==> src/afe_pkg.sv <==
// Purpose: Shared constants and carrier types for the analog front end control block
// Assumes: 8-bit registers in the low byte of a 32-bit APB word
// Notes:   Byte address of a register is four times its index

package afe_pkg;

  // ----------------------------------------------------------------
  // Register indices and byte addresses
  // ----------------------------------------------------------------
  localparam int AFE_ADDR_W = 12;
  localparam logic [AFE_ADDR_W-1:0] AFE_IDX_AMP_MODE = 12'h0090;
  localparam logic [AFE_ADDR_W-1:0] AFE_IDX_CHOP_SEL = 12'h0092;
  localparam logic [AFE_ADDR_W-1:0] AFE_IDX_SUPPLY = 12'h0095;
  localparam logic [AFE_ADDR_W-1:0] AFE_ADR_AMP_MODE = AFE_IDX_AMP_MODE << 2;
  localparam logic [AFE_ADDR_W-1:0] AFE_ADR_CHOP_SEL = AFE_IDX_CHOP_SEL << 2;
  localparam logic [AFE_ADDR_W-1:0] AFE_ADR_SUPPLY = AFE_IDX_SUPPLY << 2;

  // ----------------------------------------------------------------
  // Field positions
  // ----------------------------------------------------------------
  localparam int AFE_AMP_EN_BIT = 0;
  localparam int AFE_GAIN_LSB = 1;
  localparam int AFE_LFQ_LSB = 4;
  localparam int AFE_BGR_BIT = 6;
  localparam int AFE_CHP_BIT = 7;
  localparam int AFE_CM_SEL_BIT = 3;
  localparam int AFE_EXC_EN_BIT = 4;
  localparam int AFE_EXC_SEL_BIT = 5;
  localparam int AFE_REG_EN_BIT = 6;
  localparam int AFE_CM_EN_BIT = 7;
  localparam int AFE_SUPPLY_LSB = 3;

  // ----------------------------------------------------------------
  // Reset values
  // ----------------------------------------------------------------
  localparam logic [7:0] AFE_AMP_MODE_RST = 8'h00be;
  localparam logic [2:0] AFE_CHOP_SEL_RST = 3'h0;
  localparam logic [4:0] AFE_SUPPLY_RST = 5'h00;

  // ----------------------------------------------------------------
  // Gain codes and chopper clock division
  // ----------------------------------------------------------------
  localparam logic [2:0] AFE_GAIN_X16 = 3'h0;
  localparam logic [2:0] AFE_GAIN_X32 = 3'h1;
  localparam logic [2:0] AFE_GAIN_X64 = 3'h2;
  localparam logic [2:0] AFE_GAIN_X128 = 3'h3;
  localparam logic [2:0] AFE_GAIN_X1 = 3'h7;
  localparam int AFE_CHOP_DIV_BASE = 32;
  localparam int AFE_CHOP_CNT_W = 11;
  localparam logic [AFE_CHOP_CNT_W-1:0] AFE_CHOP_HALF_BASE =
    AFE_CHOP_CNT_W'(AFE_CHOP_DIV_BASE / 2);
  localparam int AFE_CLK_HZ = 20_000_000;

  // ----------------------------------------------------------------
  // Carrier types
  // ----------------------------------------------------------------
  typedef struct packed {
    logic regulator_enable;
    logic common_mode_enable;
    logic excitation_enable;
    logic excitation_level_select;
    logic common_mode_level_select;
    logic amplifier_enable;
    logic [2:0] gain_code;
    logic gain_valid;
    logic [2:0] gain_shift;
    logic [1:0] chopper_low_freq_field;
    logic bandgap_enable;
    logic chopper_enable;
  } afe_analog_t;

endpackage

==> src/afe_chop_div.sv <==
// Purpose: Chopper clock divider, input clock over base times two to the select
// Assumes: Select may change at any time; it takes effect at the next toggle
// Notes:   Output is held low and the count cleared while not running
`timescale 1ns/10ps

module afe_chop_div (
  input wire logic pclk,
  input wire logic presetn,
  input wire logic pclk_en,
  input wire logic run,
  input wire logic [2:0] div_sel,
  output logic chopper_clk
);
  import afe_pkg::*;

  typedef struct packed {
    logic [AFE_CHOP_CNT_W-1:0] count;
    logic [2:0] sel;
    logic clk_out;
  } afe_div_state_t;

  afe_div_state_t st;
  afe_div_state_t next_st;
  logic [AFE_CHOP_CNT_W-1:0] half_last;

  // ----------------------------------------------------------------
  // Divider
  // ----------------------------------------------------------------
  always_comb begin
    next_st = st;
    // At the largest select the shift wraps to zero, so the last count is all ones
    half_last = (AFE_CHOP_HALF_BASE << st.sel) - AFE_CHOP_CNT_W'(1);
    if (!run) begin
      next_st.count = '0;
      next_st.sel = div_sel;
      next_st.clk_out = 1'b0;
    end else if (st.count >= half_last) begin
      // New select taken only at a toggle, so a change never makes a runt half period
      next_st.count = '0;
      next_st.sel = div_sel;
      next_st.clk_out = ~st.clk_out;
    end else begin
      next_st.count = st.count + AFE_CHOP_CNT_W'(1);
    end
  end

  always_ff @(posedge pclk or negedge presetn) begin
    if (!presetn) begin
      st <= '0;
    end else if (pclk_en) begin
      st <= next_st;
    end
  end

  assign chopper_clk = st.clk_out;

endmodule

==> src/afe_control.sv <==
// Purpose: Register file and control outputs for the analog front end
// Assumes: APB slave, no wait states, pready in the first access cycle, pclk at 20 MHz
// Notes:   Analog circuits are only steered; their level outputs are registered
//
// Contract
// - Supply bit 6 turns the regulator and its output on, clear turns off
// - Supply bit 7 turns the common-mode output on, clear turns it off
// - Supply bit 4 turns the excitation output on, clear turns it off
// - Level selects at bits 5 and 3 pick the only levels at zero
// - Amplifier mode bit 0 switches the gain amplifier on and off
// - Gain code in bits 3..1 selects gain 16, 32, 64, 128 or 1
// - Amplifier mode bit 6 switches the band-gap reference
// - Amplifier mode bit 7 runs or stops the chopper
// - Chopper clock is the input clock over 32 times two to the select
// - Divider select sits in bits 2..0, write-only, resets to zero
// - Amplifier mode resets with chopper on, field 11, gain 111
//
// Design decision made here: register access over APB.
`timescale 1ns/10ps

module afe_control (
  input wire logic pclk,
  input wire logic presetn,
  input wire logic pclk_en,
  input wire logic psel,
  input wire logic penable,
  input wire logic pwrite,
  input wire logic [afe_pkg::AFE_ADDR_W-1:0] paddr,
  input wire logic [31:0] pwdata,
  input wire logic [3:0] pstrb,
  output logic [31:0] prdata,
  output logic pready,
  output logic pslverr,
  output afe_pkg::afe_analog_t analog,
  output logic chopper_clk
);
  import afe_pkg::*;

  // ----------------------------------------------------------------
  // State
  // ----------------------------------------------------------------
  typedef struct packed {
    logic [7:0] amp_mode;
    logic [2:0] div_sel;
    logic [4:0] supply;
    logic pready;
    logic pslverr;
    logic [31:0] prdata;
    afe_analog_t ana;
  } afe_state_t;

  afe_state_t st;
  afe_state_t next_st;

  logic setup_phase;
  logic access_done;
  logic hit_amp;
  logic hit_chop;
  logic hit_supply;
  logic hit_any;
  logic wr_low_byte;

  // ----------------------------------------------------------------
  // Gain decode
  // ----------------------------------------------------------------
  // Returns {valid, log2 of gain}; reserved codes report invalid
  function automatic logic [3:0] afe_gain_decode(input logic [2:0] code);
    logic [3:0] res;
    res = 4'h0;
    unique case (code)
      AFE_GAIN_X16: begin
        res = {1'b1, 3'h4};
      end
      AFE_GAIN_X32: begin
        res = {1'b1, 3'h5};
      end
      AFE_GAIN_X64: begin
        res = {1'b1, 3'h6};
      end
      AFE_GAIN_X128: begin
        res = {1'b1, 3'h7};
      end
      AFE_GAIN_X1: begin
        res = {1'b1, 3'h0};
      end
      default: begin
        res = 4'h0;
      end
    endcase
    return res;
  endfunction

  // ----------------------------------------------------------------
  // Address decode
  // ----------------------------------------------------------------
  always_comb begin
    setup_phase = psel & ~penable;
    access_done = psel & penable & st.pready;
    hit_amp = (paddr == AFE_ADR_AMP_MODE);
    hit_chop = (paddr == AFE_ADR_CHOP_SEL);
    hit_supply = (paddr == AFE_ADR_SUPPLY);
    hit_any = hit_amp | hit_chop | hit_supply;
    // Registers are one byte wide, so only lane 0 carries write data
    wr_low_byte = access_done & pwrite & pstrb[0];
  end

  // ----------------------------------------------------------------
  // Next state
  // ----------------------------------------------------------------
  always_comb begin
    logic [3:0] gdec;
    gdec = 4'h0;
    next_st = st;
    next_st.pready = 1'b0;
    next_st.pslverr = 1'b0;

    // Setup phase: prepare the answer for the single access cycle
    if (setup_phase) begin
      next_st.pready = 1'b1;
      next_st.pslverr = ~hit_any;
      next_st.prdata = 32'h0000_0000;
      if (!pwrite) begin
        if (hit_amp) begin
          next_st.prdata[7:0] = st.amp_mode;
        end else if (hit_supply) begin
          next_st.prdata[7:AFE_SUPPLY_LSB] = st.supply;
        end
        // Divider select is write-only and reads as zero
      end
    end

    // Writes take effect only at the completing edge
    if (wr_low_byte) begin
      if (hit_amp) begin
        next_st.amp_mode = pwdata[7:0];
      end
      if (hit_chop) begin
        next_st.div_sel = pwdata[2:0];
      end
      if (hit_supply) begin
        next_st.supply = pwdata[7:AFE_SUPPLY_LSB];
      end
    end

    // Control levels follow the registers on the same edge as the write
    next_st.ana.regulator_enable =
      next_st.supply[AFE_REG_EN_BIT-AFE_SUPPLY_LSB];
    next_st.ana.common_mode_enable =
      next_st.supply[AFE_CM_EN_BIT-AFE_SUPPLY_LSB];
    next_st.ana.excitation_enable =
      next_st.supply[AFE_EXC_EN_BIT-AFE_SUPPLY_LSB];
    // Reserved value 1 is passed through; the analog side treats 0 as the level
    next_st.ana.excitation_level_select =
      next_st.supply[AFE_EXC_SEL_BIT-AFE_SUPPLY_LSB];
    next_st.ana.common_mode_level_select =
      next_st.supply[AFE_CM_SEL_BIT-AFE_SUPPLY_LSB];
    next_st.ana.amplifier_enable = next_st.amp_mode[AFE_AMP_EN_BIT];
    next_st.ana.gain_code = next_st.amp_mode[AFE_GAIN_LSB+:3];
    gdec = afe_gain_decode(next_st.amp_mode[AFE_GAIN_LSB+:3]);
    next_st.ana.gain_valid = gdec[3];
    next_st.ana.gain_shift = gdec[2:0];
    next_st.ana.chopper_low_freq_field = next_st.amp_mode[AFE_LFQ_LSB+:2];
    next_st.ana.bandgap_enable = next_st.amp_mode[AFE_BGR_BIT];
    next_st.ana.chopper_enable = next_st.amp_mode[AFE_CHP_BIT];
  end

  // ----------------------------------------------------------------
  // State register
  // ----------------------------------------------------------------
  always_ff @(posedge pclk or negedge presetn) begin
    if (!presetn) begin
      st <= '0;
      st.amp_mode <= AFE_AMP_MODE_RST;
      st.div_sel <= AFE_CHOP_SEL_RST;
      st.supply <= AFE_SUPPLY_RST;
      st.ana.gain_code <= AFE_GAIN_X1;
      st.ana.gain_valid <= 1'b1;
      st.ana.gain_shift <= 3'h0;
      st.ana.chopper_low_freq_field <= 2'h3;
      st.ana.chopper_enable <= 1'b1;
    end else if (pclk_en) begin
      st <= next_st;
    end
  end

  // ----------------------------------------------------------------
  // Chopper clock
  // ----------------------------------------------------------------
  // Divider idles while chopping is off, which saves toggling power
  afe_chop_div u_chop_div (
    .pclk(pclk),
    .presetn(presetn),
    .pclk_en(pclk_en),
    .run(st.ana.chopper_enable),
    .div_sel(st.div_sel),
    .chopper_clk(chopper_clk)
  );

  // ----------------------------------------------------------------
  // Outputs
  // ----------------------------------------------------------------
  assign prdata = st.prdata;
  assign pready = st.pready;
  assign pslverr = st.pslverr;
  assign analog = st.ana;

endmodule

==> config.mk <==
export PLATFORM = sky130hd
export DESIGN_NAME = afe_control
export DESIGN_NICKNAME = d
export VERILOG_FILES = /design/src/afe_pkg.sv /design/src/afe_chop_div.sv /design/src/afe_control.sv
export SDC_FILE = /design/constraint.sdc
export NUM_CORES = 1
export LEC_CHECK = 0
export ABC_AREA = 1
export BUFFER_PORTS_ARGS = -buffer_cell sky130_fd_sc_hd__clkbuf_2
export CORE_UTILIZATION = 50
export DETAILED_ROUTE_END_ITERATION = 8
export PLACE_DENSITY = 0.8
export SLEW_MARGIN = 20
export SYNTH_ARGS = -nofsm -noshare
export SYNTH_HDL_FRONTEND = slang
export SYNTH_HIERARCHICAL = 1
export SYNTH_SLANG_ARGS = --single-unit
==> constraint.sdc <==
create_clock -name pclk -period 7.1 [get_ports pclk]
set_input_delay 0.71 -clock pclk [delete_from_list [all_inputs] [get_ports pclk]]
set_output_delay 0.71 -clock pclk [all_outputs]
set_load 0.01 [all_outputs]
Yosys cells after proc, flatten, opt, wreduce, memory -nomap -nowiden:

Cells that the tools add are included.

* divide/modulo/power cells: 0
* bitwise logic cells: 10
* equality and inequality tests: 8
* $lt $le $gt $ge: 1
* shifts and indexed selects: 1
* $add $sub $neg: 2
* multiplexer cells: 13
* reductions and logical operators: 4
* $mul: 0

Operator list (number)
* 12-bit by 10-bit equality test with 1-bit output (second input constant): 3
* 34-bit two-way mux: 1
* 4-bit case mux with 5 select lines: 1
* 16-bit two-way mux: 1
* 8-bit two-way mux: 2
* 15-bit two-way mux: 1
* 5-bit two-way mux: 3
* 11-bit by 1-bit adder with 11-bit output (second input constant): 1
* 11-bit greater-or-equal comparator: 1
* 11-bit two-way mux: 1
* 5-bit by 3-bit left shift with 11-bit output (first input constant): 1
* 11-bit by 1-bit subtractor with 11-bit output (second input constant): 1
* 3-bit by 2-bit equality test with 1-bit output (second input constant): 2
* 3-bit two-way mux: 2
* 1-bit bitwise AND: 5
* 4-bit two-way mux: 1
* 2-bit AND reduction: 2
* 3-bit by 1-bit equality test with 1-bit output (second input constant): 1
* 3-bit equality test (second input constant): 1
* 3-bit logical NOT: 1
* 1-bit NOT: 3
* 3-bit AND reduction: 1
* 2-bit by 1-bit inequality test with 1-bit output (second input constant): 1
* 1-bit bitwise OR: 2

* RAM bits: 0
* memories kept: 0
* word-level logic and storage cells: 60
* bits of input ports: 54
* bits in latches: 0
* register bits after elaboration: 58
* bits in read-only memories: 0
* output and inout port bits: 52

Depth between registers and ports, before layout:

* depth in word-level cells: 7
* depth in mapped cells: 18
* gate-level depth less buffers: 18

Hierarchy:

Netlist, hierarchy kept.

By module, submodules not included
* afe_control: area an instance 1838.0 um^2, cells each 231, times used 1, seq. area each 759.5 um^2
* afe_chop_div: area an instance 1112.3 um^2, cells each 154, times used 1, seq. area each 375.4 um^2

Worst setup path after synthesis:

OpenSTA, ideal clock, no wires.

* kind: register to register
* from: register u_chop_div/st[2] (netlist bit)
* to: register u_chop_div/st[2] (netlist bit)
* setup slack: 4.744 ns
* stages on the path, launching flop included: 19
* arrival time: 2.239 ns
* data required time: 6.983 ns
* setup time: 0.117 ns
* period minus slack after synthesis: 2.356 ns
* path buffers: 1
* path through: dfrtp_1 > nor2_1 > inv_1 > nor2_1 > inv_1 > ha_1 > o21ai_0 > a21oi_1 > xor2_1 > ha_1 > nand2_1 > inv_1 > nand2_1 > nand2_1 > nor2_2 > nand2_4 > buf_12 > nand3_2 > nand2_1

* word-level cells in the longest chain between the ends: 5

Ends and longest elaborated chain
* from (decl): RTL line afe_chop_div.sv:22 `afe_div_state_t st;`
* from (signal assigned): RTL line afe_chop_div.sv:51 `st <= next_st;`
* 5-bit by 3-bit left shift with 11-bit output: RTL line afe_chop_div.sv:32 `half_last = (AFE_CHOP_HALF_BASE << st.sel) - AFE_CHOP_CNT_W'(1);`
* 11-bit by 1-bit subtractor with 11-bit output: RTL line afe_chop_div.sv:32
* 11-bit greater-or-equal comparator: RTL line afe_chop_div.sv:37 `end else if (st.count >= half_last) begin`
* 2-bit by 1-bit inequality test with 1-bit output (no source line)
* 2-bit AND reduction (no source line)

No other way between the ends.
A chain may end at the register's enable or synchronous reset.

Worst setup path after layout:

* from: register u_chop_div/st[2] (netlist bit)
* to: register u_chop_div.st (netlist bit u_chop_div/chopper_clk)

Same word-level chain as after synthesis.

==> metrics.txt <==
status=finished, final reports clean; Initial Utilization=52.6%; RR Endpoint=u_chop_div/chopper_clk$_DFFE_PN0P_; Max Slew Vio Count=0; CP most frequent cell=nand2_1; CP top delay family=simple AND/OR/NAND/NOR gates; Worst-path clk slew=80 ps; Int Pwr=349 uW; CTS Buf Count=5; number of global-route vias before repair=2,316; H-tree depth=2; Adder-Cell Fraction of Synth Area=3.82%; maxcap violations=0; Post-Syn Area=2950 um2; number of distinct library cells after synthesis=36; clk_skew=7.24 ps; Leak=0.00165 uW; Seq/Total Area, Yosys=38.5%; Slowest-stage cell, CP=dfrtp_1; proportion of synthesized area in mux cells=0%; post-route cell area=3060 um2; largest net degree at the start of global routing=46; die area=6210 um2; Post-CTS Hold Buffers=0; Gate power share=10.6%; max incr delay on CP=430 ps; DRT Pass-1 Iters=4; detailed router's first-iteration violation count=154; Post-Synth XOR/XNOR Area=2.67%; Worst Max-Slew Pin Slew=699 ps; VDD IR max=0.0986 mV; # diodes=0; IO Port Bufs=54; RSZ-0062 raised after global routing=no; Hold Vio Cnt, Final=0; power density cells=154 nW/um2; clock root buffer=clkbuf_8; Core ar.=5610 um2; Vias/cell=4.90; io pins=106; Hold WC Path Type=in2async; fill count=550; r2r worst-path depth=18; Clk Latency, worst-skew pair=300 ps; CTS tree=done; routed via count=2,392; initial antenna violation count=0; critical path required time=7340 ps; Clock Tree Buf Depth=2; final setup TNS=0 ps; CP startpoint kind=register; die width=78.8 um; CTS Sinks=45; final count of negative-setup-slack endpoints=0; first-pass GRT wire length=10,000 um; nets@finish=478; Clock power frac=32.4%; post-DR wirelength/cell=11.8 um; fin crit period=2680 ps; hpwl dp=4350 um; worst-path fanout max=14; layout cells sized above 1=22.4%; synthesized area per cell=7.66 um2; Area after DPL=2970 um2; Psw=122 uW; grt ovf=0; Crit. End Element=register; FF-to-FF Start=u_chop_div/st[2]$_DFFE_PN0P_; Post-DRT Antenna Nets=0; Placement Rows=27; #FFs+latches synth=45; Syn-to-layout area delta=3.56%; Synth Warn #=6; Placer Congestion=0.821; CP Class=reg2reg; Resize count post-CTS=0; post-CTS setup buffers=0; sw frac=26.0%; Chip Height=78.8 um; complex-gate fraction of the synthesized area=6.87%; worst-path cell chain=nor2_1, inv_1, nor2_1, inv_1, ha_1, o21ai_0, a21oi_1, xor2_1, ha_1, nand2_1, inv_1, nand2_1, nand2_1, nor2_2, nand2_4, nand2_1, nand2_1, nand2_1; Syn Inst Count=385; WL final=5750 um; aggregate global-route resource usage=20.2%; Reg2Reg Setup Slack=4420 ps; Max Clock Freq=374 MHz; drt drc=0; fin crit share=37.7%; worst path arrival time=2920 ps; largest family of logic cells by synthesized area=simple AND/OR/NAND/NOR gates; Worst slew margin=53.4%; CP bufs+invs=3; simple-gate area share of the yosys netlist=27.7%; sequential share of power=57.0%
[cell usage in the layout (no fill, tap or decap), drive strengths merged]
cell type	Yosys	final
nand2	121	121
clkbuf	3	60
inv	44	44
dfrtp	38	38
nor2	31	31
conb	1	24
nand3	24	24
o21ai	24	24
a21oi	12	12
ha	9	9
xor2	8	8
dfstp	7	7
nand4	4	4
nor3	3	3
clkinv	1	2
or2	1	1
o21a	1	1
buf	51	1
xnor2	1	1
o21bai	1	1
[cells by family (layout without fill, tap and decap cells)]
kind of cell | after synthesis | in the layout
simple gates | 184 | 184
buf+inv | 99 | 107
flops | 45 | 45
compound gates | 38 | 38
fa+ha+maj | 9 | 9
xor+xnor | 9 | 9
other cells | 1 | 24
[Yosys cell counts]
library cell,number,area share (%)
o21ai_2,1,0.30
nor2_1,20,2.5
nor2_4,1,0.38
clkinv_2,1,0.17
inv_6,1,0.30
nor3_1,2,0.34
o21a_1,1,0.25
ha_1,9,3.8
buf_12,1,0.68
dfstp_2,7,6.2
conb_1,1,0.13
clkbuf_8,1,0.47
o21bai_1,1,0.25
clkbuf_4,1,0.25
dfrtp_1,38,32
nand2_1,117,15
clkbuf_2,1,0.17
nand4_1,3,0.64
o21ai_1,14,2.4
nand3_2,2,0.68
a21oi_2,1,0.30
a21oi_1,11,1.9
buf_6,1,0.38
nand3_1,22,3.7
nor3_4,1,0.55
nand2_4,2,0.76
nor2_2,10,2.1
o21ai_0,9,1.5
or2_2,1,0.21
inv_2,2,0.25
inv_1,41,5.2
nand4_2,1,0.42
xor2_1,8,2.4
nand2_2,2,0.42
xnor2_1,1,0.30
buf_4,49,12
[layer usage]
layer  track usage, %  up-vias  wire length [um]  share of wire, %
li1                 -     1196                 -                 -
met1             25.3     1100              2480                43
met2             35.7       85              2920                51
met3             1.38       11               233               4.1
met4             9.09        0               117               2.0
met5                0        -                 0                 0
[cell type report]
| cell class | instances | area [um2] | area share, % |
|---|---|---|---|
| multi-input cells | 264 | 1300 | 42.6 |
| flip-flops and latches | 45 | 1130 | 37.1 |
| repair buffers | 54 | 273 | 8.93 |
| inverters | 45 | 175 | 5.73 |
| well taps | 72 | 90.1 | 2.95 |
| clock buffers | 7 | 76.3 | 2.50 |
| clock inverters | 1 | 5.00 | 0.164 |
[sequential cells by signal (all words and copies together) (netlist names)]
signal	count
prdata	8
analog	4
pslverr	1
u_chop_div/st	14
u_chop_div/chopper_clk	1
st	16
pready	1
[through the flow]
stage | hold slack [ps] | utilization, % | cells | setup slack [ps] | power [uW]
6_report | 400 | 54.5 | 488 | 4420 | 471
5_1_grt | 455 | 54.5 | 488 | 4040 | 489
4_1_cts | 490 | 54.4 | 488 | 4410 | 475
3_5_place_dp | 466 | 53.0 | 480 | 4430 | 323
3_3_place_gp | 462 | 53.0 | 480 | 4530 | 321
2_1_floorplan | 414 | - | 408 | 4740 | 316
[how the worst max path moves through the flow]
stage,endpoint,depth (start not counted),from
after detailed placement,u_chop_div/st[2]$_DFFE_PN0P_,18,u_chop_div/st[1]$_DFFE_PN0P_
final,u_chop_div/chopper_clk$_DFFE_PN0P_,18,u_chop_div/st[2]$_DFFE_PN0P_
after global placement,u_chop_div/st[3]$_DFFE_PN0P_,18,u_chop_div/st[2]$_DFFE_PN0P_
after floorplan,u_chop_div/st[2]$_DFFE_PN0P_,18,u_chop_div/st[2]$_DFFE_PN0P_
after CTS,u_chop_div/st[2]$_DFFE_PN0P_,18,u_chop_div/st[1]$_DFFE_PN0P_
after global routing,u_chop_div/st[3]$_DFFE_PN0P_,18,u_chop_div/st[1]$_DFFE_PN0P_
[power by group through the flow]
| stage | clock network, uW | registers (uW) | logic [uW] |
|---|---|---|---|
| after detailed placement | 0 | 273 | 50.0 |
| after global routing | 163 | 269 | 56.8 |
| after CTS | 156 | 268 | 50.1 |
| after floorplan | 0 | 272 | 44.1 |
| final | 152 | 268 | 49.9 |
| after global placement | 0 | 273 | 48.6 |
Note: power is estimated with default switching activity, not from simulation.
